File: src/verilog/touch_cfg.svh
/*
  Constants of the touch controller serial port: register addresses,
  command codes, pass code, factory values and stretch timing.
  Assumes a single system clock of the period given below.
*/
`ifndef TOUCH_CFG_SVH
`define TOUCH_CFG_SVH

// =====================================================================
// register addresses
`define REG_CS_ENABLE    8'h07
`define REG_DIG_ENABLE   8'h08
`define REG_STRONG_DM    8'h11
`define REG_SETL_TIME    8'h50
`define REG_OTH_SET      8'h51
`define REG_SCAN_POS_0   8'h5c
`define REG_SCAN_POS_1   8'h5d
`define REG_ADDR_LOCK    8'h79
`define REG_DEVICE_ID    8'h7a
`define REG_SLAVE_ADDR   8'h7c
`define REG_COMMAND      8'ha0

// =====================================================================
// command codes, pass code and factory values
`define CMD_SCAN_OFF     8'h0a
`define CMD_SCAN_ON      8'h0b
`define PASS_CODE        8'h5a
`define DEF_ADDR_LOCK    8'h01

// =====================================================================
// stretch timing: least processing time, rounded up to whole cycles
`define CLK_PERIOD_NS    10
`define HOLD_NORM_NS     1000
`define HOLD_SETUP_NS    20000
`define HOLD_NORM_CYC    ((`HOLD_NORM_NS + `CLK_PERIOD_NS - 1) / `CLK_PERIOD_NS)
`define HOLD_SETUP_CYC   ((`HOLD_SETUP_NS + `CLK_PERIOD_NS - 1) / `CLK_PERIOD_NS)

`endif

File: src/verilog/touch_pkg.sv
/*
  Types shared by the touch controller serial port.
  Assumes nothing beyond a SystemVerilog compiler.
*/
`default_nettype none
package touch_pkg;
   typedef logic [7:0] byte_t;
   // bus engine states
   typedef enum logic [2:0] {
      ST_IDLE, ST_RX, ST_HOLD, ST_ACK, ST_TX, ST_MACK
   } state_e;
endpackage
`default_nettype wire

File: src/verilog/touch_controller_i2c_slave_port.sv
/*
  Two-wire slave port of a touch controller with its register array.
  Assumes scl and sda arrive asynchronously and are wired-and outside;
  setup_mode comes from logic on clk_sys.
*/
// Notes on behaviour
// - in normal mode the seven setup registers refuse writes
// - in setup mode every register but read-only ones is writable, the protected one only after the pass code
// - setup mode stretches longer; command 0x0A at 0xA0 shortens it
// - first byte is address plus direction; only own address answered
// - direction bit zero means write, one means read
// - slave address lives in a register, no strap pins
// - after each received byte it answers scl is held low until processed; a foreign address byte is not held
// - write: address, pointer, data bytes each acked, stop
// - read: set pointer, restart with read, master naks last
// - registers are read-write, read-only or pass-code protected
`timescale 1ns/1ps
`default_nettype none
`include "touch_cfg.svh"
module touch_controller_i2c_slave_port #(
   parameter logic [6:0]       ADDR_DEFAULT = 7'h01,
   parameter touch_pkg::byte_t ID_VALUE     = 8'h00 // arbitrary value
) (
   input  wire logic clk_sys,
   input  wire logic reset,
   input  wire logic scl_in,
   input  wire logic sda_in,
   input  wire logic setup_mode,
   output logic      scl_out,
   output logic      scl_oe_n,
   output logic      sda_out,
   output logic      sda_oe_n,
   output logic      scan_off,
   output logic [6:0] slave_addr
);
   import touch_pkg::*;
   // =====================================================================
   // parameter check
   if (ADDR_DEFAULT == 7'h00) begin : g_bad_addr
      $error("general call address cannot be the slave address");
   end
   // =====================================================================
   // declarations
   logic   scl_m_r, scl_q_r, scl_d_r, sda_m_r, sda_q_r, sda_d_r;
   logic   scl_rise, scl_fall, start_c, stop_c;
   state_e st_r;
   logic [3:0]  bit_r;
   byte_t       sh_r;
   byte_t       ptr_r;
   byte_t       rd_byte_c;
   byte_t       mem_r [0:255];
   logic        first_r, ptr_phase_r, rd_dir_r, armed_r;
   logic [15:0] cnt_r;
   logic [15:0] hold_cyc_c;
   logic        wr_go_c, arm_c, wr_ok_c, hold_c;
   localparam int NORM_HOLD_MAX = `HOLD_NORM_CYC + 2; // sync slack

   // register classes
   function automatic logic is_setup_only(input byte_t a);
      return a == `REG_CS_ENABLE || a == `REG_DIG_ENABLE ||
             a == `REG_STRONG_DM || a == `REG_SETL_TIME ||
             a == `REG_OTH_SET || a == `REG_SCAN_POS_0 ||
             a == `REG_SCAN_POS_1;
   endfunction
   function automatic logic is_read_only(input byte_t a);
      return a == `REG_DEVICE_ID;
   endfunction
   function automatic logic is_protected(input byte_t a);
      return a == `REG_SLAVE_ADDR;
   endfunction
   function automatic byte_t factory_default_value(input byte_t a);
      case (a)
         `REG_ADDR_LOCK:  return `DEF_ADDR_LOCK;
         `REG_SLAVE_ADDR: return {1'b0, ADDR_DEFAULT};
         default:         return 8'h00;
      endcase
   endfunction
   // =====================================================================
   // pin synchronisers; third stage only feeds edge detection
   always_ff @(posedge clk_sys) begin
      if (reset) begin
         scl_m_r <= 1'b1;
         scl_q_r <= 1'b1;
         scl_d_r <= 1'b1;
         sda_m_r <= 1'b1;
         sda_q_r <= 1'b1;
         sda_d_r <= 1'b1;
      end else begin
         scl_m_r <= scl_in;
         scl_q_r <= scl_m_r;
         scl_d_r <= scl_q_r;
         sda_m_r <= sda_in;
         sda_q_r <= sda_m_r;
         sda_d_r <= sda_q_r;
      end
   end

   // line conditions seen after synchronisation
   assign scl_rise = scl_q_r & ~scl_d_r;
   assign scl_fall = ~scl_q_r & scl_d_r;
   assign start_c  = scl_q_r & scl_d_r & sda_d_r & ~sda_q_r;
   assign stop_c   = scl_q_r & scl_d_r & ~sda_d_r & sda_q_r;
   // =====================================================================
   // byte processing decisions at the end of a stretch
   assign hold_c     = (st_r == ST_HOLD);
   // scanning off brings setup-mode stretch back to the short figure
   assign hold_cyc_c = (setup_mode && !scan_off) ?
                       16'(`HOLD_SETUP_CYC) : 16'(`HOLD_NORM_CYC);
   assign wr_go_c    = hold_c && cnt_r == 16'h0000 && !first_r &&
                       !ptr_phase_r;
   // pass code to a protected register arms the following byte
   assign arm_c      = wr_go_c && is_protected(ptr_r) && !armed_r &&
                       sh_r == `PASS_CODE;
   assign wr_ok_c    = wr_go_c && !is_read_only(ptr_r) &&
                       !(is_setup_only(ptr_r) && !setup_mode) &&
                       !(is_protected(ptr_r) && !armed_r);
   assign rd_byte_c  = (ptr_r == `REG_DEVICE_ID) ? ID_VALUE : mem_r[ptr_r];
   // =====================================================================
   // bus engine: receive, stretch, acknowledge, transmit
   always_ff @(posedge clk_sys) begin
      if (reset) begin
         st_r        <= ST_IDLE;
         bit_r       <= 4'h0;
         sh_r        <= 8'h00;
         ptr_r       <= 8'h00;
         first_r     <= 1'b0;
         ptr_phase_r <= 1'b0;
         rd_dir_r    <= 1'b0;
         armed_r     <= 1'b0;
         cnt_r       <= 16'h0000;
         scl_oe_n    <= 1'b1;
         sda_oe_n    <= 1'b1;
         scl_out     <= 1'b0;
         sda_out     <= 1'b0;
      end else if (start_c) begin
         st_r     <= ST_RX;
         bit_r    <= 4'h0;
         first_r  <= 1'b1;
         armed_r  <= 1'b0;
         scl_oe_n <= 1'b1;
         sda_oe_n <= 1'b1;
      end else if (stop_c) begin
         st_r     <= ST_IDLE;
         armed_r  <= 1'b0;
         scl_oe_n <= 1'b1;
         sda_oe_n <= 1'b1;
      end else begin
         case (st_r)
            ST_RX: begin
               if (scl_rise) begin
                  sh_r  <= {sh_r[6:0], sda_q_r};
                  bit_r <= bit_r + 4'h1;
               end else if (scl_fall && bit_r == 4'h8) begin
                  if (first_r && sh_r[7:1] != slave_addr) begin
                     st_r <= ST_IDLE;
                  end else begin
                     // ack is set up now, well before scl is let go
                     st_r     <= ST_HOLD;
                     scl_oe_n <= 1'b0;
                     sda_oe_n <= 1'b0;
                     cnt_r    <= hold_cyc_c;
                  end
               end
            end
            ST_HOLD: begin
               if (cnt_r != 16'h0000) begin
                  cnt_r <= cnt_r - 16'h0001;
               end else begin
                  st_r     <= ST_ACK;
                  scl_oe_n <= 1'b1;
                  armed_r  <= arm_c;
                  if (first_r) begin
                     first_r     <= 1'b0;
                     rd_dir_r    <= sh_r[0];
                     ptr_phase_r <= ~sh_r[0];
                  end else if (ptr_phase_r) begin
                     ptr_r       <= sh_r;
                     ptr_phase_r <= 1'b0;
                  end else if (!arm_c) begin
                     ptr_r <= ptr_r + 8'h01;
                  end
               end
            end
            ST_ACK: begin
               if (scl_fall) begin
                  if (rd_dir_r) begin
                     st_r     <= ST_TX;
                     sh_r     <= rd_byte_c;
                     sda_oe_n <= rd_byte_c[7];
                     bit_r    <= 4'h1;
                  end else begin
                     st_r     <= ST_RX;
                     sda_oe_n <= 1'b1;
                     bit_r    <= 4'h0;
                  end
               end
            end
            ST_TX: begin
               if (scl_fall) begin
                  if (bit_r == 4'h8) begin
                     st_r     <= ST_MACK;
                     sda_oe_n <= 1'b1;
                  end else begin
                     sda_oe_n <= sh_r[6];
                     sh_r     <= {sh_r[6:0], 1'b0};
                     bit_r    <= bit_r + 4'h1;
                  end
               end
            end
            ST_MACK: begin
               if (scl_rise) begin
                  ptr_r <= ptr_r + 8'h01;
                  bit_r <= 4'h0;
                  if (sda_q_r) begin
                     st_r <= ST_IDLE;
                  end
               end else if (scl_fall && bit_r == 4'h0) begin
                  st_r     <= ST_TX;
                  sh_r     <= rd_byte_c;
                  sda_oe_n <= rd_byte_c[7];
                  bit_r    <= 4'h1;
               end
            end
            default: begin
               st_r <= ST_IDLE;
            end
         endcase
      end
   end
   // =====================================================================
   // register array; refused writes never reach it
   always_ff @(posedge clk_sys) begin
      if (reset) begin
         for (int i = 0; i < 256; i++) begin
            mem_r[i] <= factory_default_value(8'(i));
         end
      end else if (wr_ok_c) begin
         mem_r[ptr_r] <= sh_r;
      end
   end
   // address comes from the protected register, no straps
   assign slave_addr = mem_r[`REG_SLAVE_ADDR][6:0];

   // scan control from the command register
   always_ff @(posedge clk_sys) begin
      if (reset) begin
         scan_off <= 1'b0;
      end else if (wr_ok_c && ptr_r == `REG_COMMAND) begin
         if (sh_r == `CMD_SCAN_OFF) begin
            scan_off <= 1'b1;
         end else if (sh_r == `CMD_SCAN_ON) begin
            scan_off <= 1'b0;
         end
      end
   end
endmodule
`default_nettype wire

File: config.mk
export PLATFORM = sky130hd
export DESIGN_NAME = touch_controller_i2c_slave_port
export DESIGN_NICKNAME = d
export VERILOG_FILES = /design/src/verilog/touch_pkg.sv /design/src/verilog/touch_controller_i2c_slave_port.sv
export VERILOG_INCLUDE_DIRS = /design/src /design/src/verilog
export SDC_FILE = /design/constraint.sdc
export NUM_CORES = 2
export LEC_CHECK = 0
export BUFFER_PORTS_ARGS = -buffer_cell sky130_fd_sc_hd__buf_2
export CAP_MARGIN = 30
export CORE_ASPECT_RATIO = 0.7
export CORE_MARGIN = 2
export CORE_UTILIZATION = 48
export CTS_BUF_LIST = sky130_fd_sc_hd__clkbuf_8 sky130_fd_sc_hd__clkbuf_16
export CTS_CLUSTER_SIZE = 25
export DETAILED_ROUTE_END_ITERATION = 16
export PLACE_DENSITY_LB_ADDON = 0.05
export SETUP_SLACK_MARGIN = 0.3
export SLEW_MARGIN = 20
export SYNTH_ARGS = -nofsm -noshare
export SYNTH_HDL_FRONTEND = slang
export SYNTH_SLANG_ARGS = --single-unit
File: constraint.sdc
create_clock -name clk_sys -period 3.02 [get_ports clk_sys]
set_input_delay 0.604 -clock clk_sys [delete_from_list [all_inputs] [get_ports clk_sys]]
set_output_delay 0.604 -clock clk_sys [all_outputs]
set_load 0.03 [all_outputs]
==> results.cfg <==
[worst_setup_path]
end_kind = flop
crit_family = multiplexers
criticalPathCategory = reg2reg
cp_slowest_stage_delay_ns = 0.59
cp_slowest_cell = mux4_2
path_cells = buf_12 > buf_16 > buf_8 > buf_16 > buf_12 > buf_12 > mux4_2 > mux4_2 > mux4_2 > nor2_4 > buf_6 > o41ai_2
required_ns = 3.77
crit_buf_inv = 7
worstPathArrival_ns = 3.93
critPathLaunchType = flop
critPathMaxFanout = 6

[routing]
dr.pass1.iters = 6
routed_wl_um = 350000
vias = 65326
avgRoutedWirePerCell_um = 33.86
drc = 0
drt-initial-drc-count = 10046
vias_per_cell = 6.320
ant_nets = 0

[sta]
fin_crit_ns = 3.183
clock_skew_ns = 0.04687
setup_violations = 658
rsz0062_at_grt = true
fin_crit_sh = 1.054
final_hold_viol_count = 0
slew_headroom = 0.06770
worst_slack_ns = -0.1628
tightest_slew_ns = 1.398
max_freq_mhz = 314.2
slew_viol_final = 0

[logic_synthesis]
synth-seq-cells = 2108
ys_async_sr_fraction = 0
synth_edf_count = 2048
synth_cells = 6734
synth-seq-area-share = 0.6634
yosysTopAreaCellShare = 0.6507
synth.most_common_cell = edfxtp_1
synth_cell_type_count = 89
synthTopCellsByCount = edfxtp_1 (2048), nor2_1 (2013), mux4_2 (506)
synth_largest_area_cell = edfxtp_1
synth_ff_type = edfxtp_1
syn_area_um2 = 94520
ys_warn_count = 0
yosys-top-cells-area = edfxtp_1 (65%), mux4_2 (12%), nor2_1 (8.0%), buf_2 (1.3%), dfxtp_1 (1.3%)
avgSynthCellArea_um2 = 14.04

[pwr]
total_power_mw = 63.19
cellPowerDensity_nw_per_um2 = 532.3
p_leak_nw = 40.41
ir_drop_mv = 0.4618

[placed_design]
port_buffers = 14
place_ws_ns = -0.7365
place_hpwl_um = 229200
gp_congestion = 0.9308

[clock_network]
clk_latency_ns = 0.89
cts_tree = done
htreeDepth = 4
cts_root_buf = clkbuf_16
numCtsBuffers = 211
clk_pin_slew_ns = 0.07
clk_path_buf_depth = 4
clock_sinks = 2108

[layout]
postLayoutCoreUtil = 0.6056
syn_to_final_growth_pct = 25.60
fillCellCount = 15082
multi_input_comb_area_um2 = 31140
drive_gt1_frac = 0.3216
nets = 7568
area.sequential_um2 = 62740

[global_route]
grt_util_all_layers = 0.3423
grt_overflow = 0
grt_pass1_vias = 61596
grt_max_degree = 113
antenna_found_initial = 16
grt_pass1_wl_um = 483100

[floorplan]
die_h_um = 375.3
start_util = 0.4822
die_x_um = 534.4
ioPinCount = 17
row_count = 136
die_area_um2 = 200500
core_um2 = 196000

[run]
maxCapViolCount = 0

[run_status]
violations = setup timing
status = complete, but fails checks

[min_path]
hold_class = in2reg
hp-start = reset
layer usage:
metal	GRT usage	share of wire
met4	0.08880	0.029
met1	0.5265	0.41
met2	0.4788	0.42
met5	0	0.00014
met3	0.09389	0.14
through the flow:
stage                     area [um2]  TNS, ns  hold slack (ns)  cells
after global routing          118700  -151.98           0.4169  10335
after detailed placement      106200   -54.93           0.4183   9761
after CTS                     116100   -1.611           0.3668  10264
after global placement        106200   -54.71           0.3996   9760
final                         118700   -22.52           0.3953  10337
after floorplan                95430        0           0.3895   6743
path summary, 6_finish.rpt:
check	to	slack, ns	cells after the start
worst max-delay path	sh_r[0]	-0.16	12
worst min-delay path	sh_r[3]	0.40	3
worst max register to register	sh_r[0]	-0.16	12
worst min register to register	scl_q_r	0.42	1
placed cells by master, fill, tap and decap left out, drive strengths merged, types with 70 or more instances in the layout:
master     n
edfxtp  2048
nor2    2013
buf     1234
mux4     526
nand2    263
clkbuf   240
o21ai    200
and2     145
mux2i    104
a21o      92
clkinv    87
inv       72
a21oi     70
worst min-delay path, stage by stage:
cell,delay [ns]
buf_6,0.15
buf_12,0.27
o2bb2ai_1,0.20
flip-flops by register name, indices dropped and copies added, names as in the netlist, 3 cells and up, named ones only:
register / cells
mem_r: 2048
ptr_r: 8
cnt_r: 16
st_r: 3
sh_r: 8
bit_r: 4
cells by family (layout without fill, tap and decap cells):
| kind of cell | count (synthesis) | in the layout | synth area share |
|---|---|---|---|
| compound gates | 608 | 608 | 0.04214 |
| xor+xnor | 15 | 15 | 0.001390 |
| fa+ha+maj | 9 | 9 | 0.001191 |
| buf+inv | 688 | 1656 | 0.03744 |
| flops | 2108 | 2108 | 0.6634 |
| mux | 637 | 637 | 0.1380 |
| other cells | 1 | 14 | 0.00003968 |
| simple gates | 2668 | 2668 | 0.1165 |
power by group:
group	switching, mW	total (mW)	internal [mW]
sequential	0.302	33.2	32.9
combinational	2.62	4.89	2.27
clock	11.6	25.1	13.5
total	14.5	63.2	48.7
layout make-up:
| class | instances | share of cell area |
|---|---|---|
| clock inverter | 152 | 0.007599 |
| timing repair buffer | 1266 | 0.1277 |
| clock buffer | 218 | 0.04548 |
| antenna | 4 | 0.00008432 |
| tap | 2622 | 0.02764 |
| multi-input combinational | 3947 | 0.2623 |
| inverter | 20 | 0.0007167 |
| sequential | 2108 | 0.5285 |
timing repair:
item / in CTS / in global routing
setup endpoints to repair: 3974 / 4094
hold buffers: 2 / 0
pin swaps: 65 / 89
gates cloned: 31 / 24
resized for setup: 401 / 419
endpoints found under the hold margin: 2 / 0
buffers inserted: 100 / 45
(Power assumes the default switching activity.)
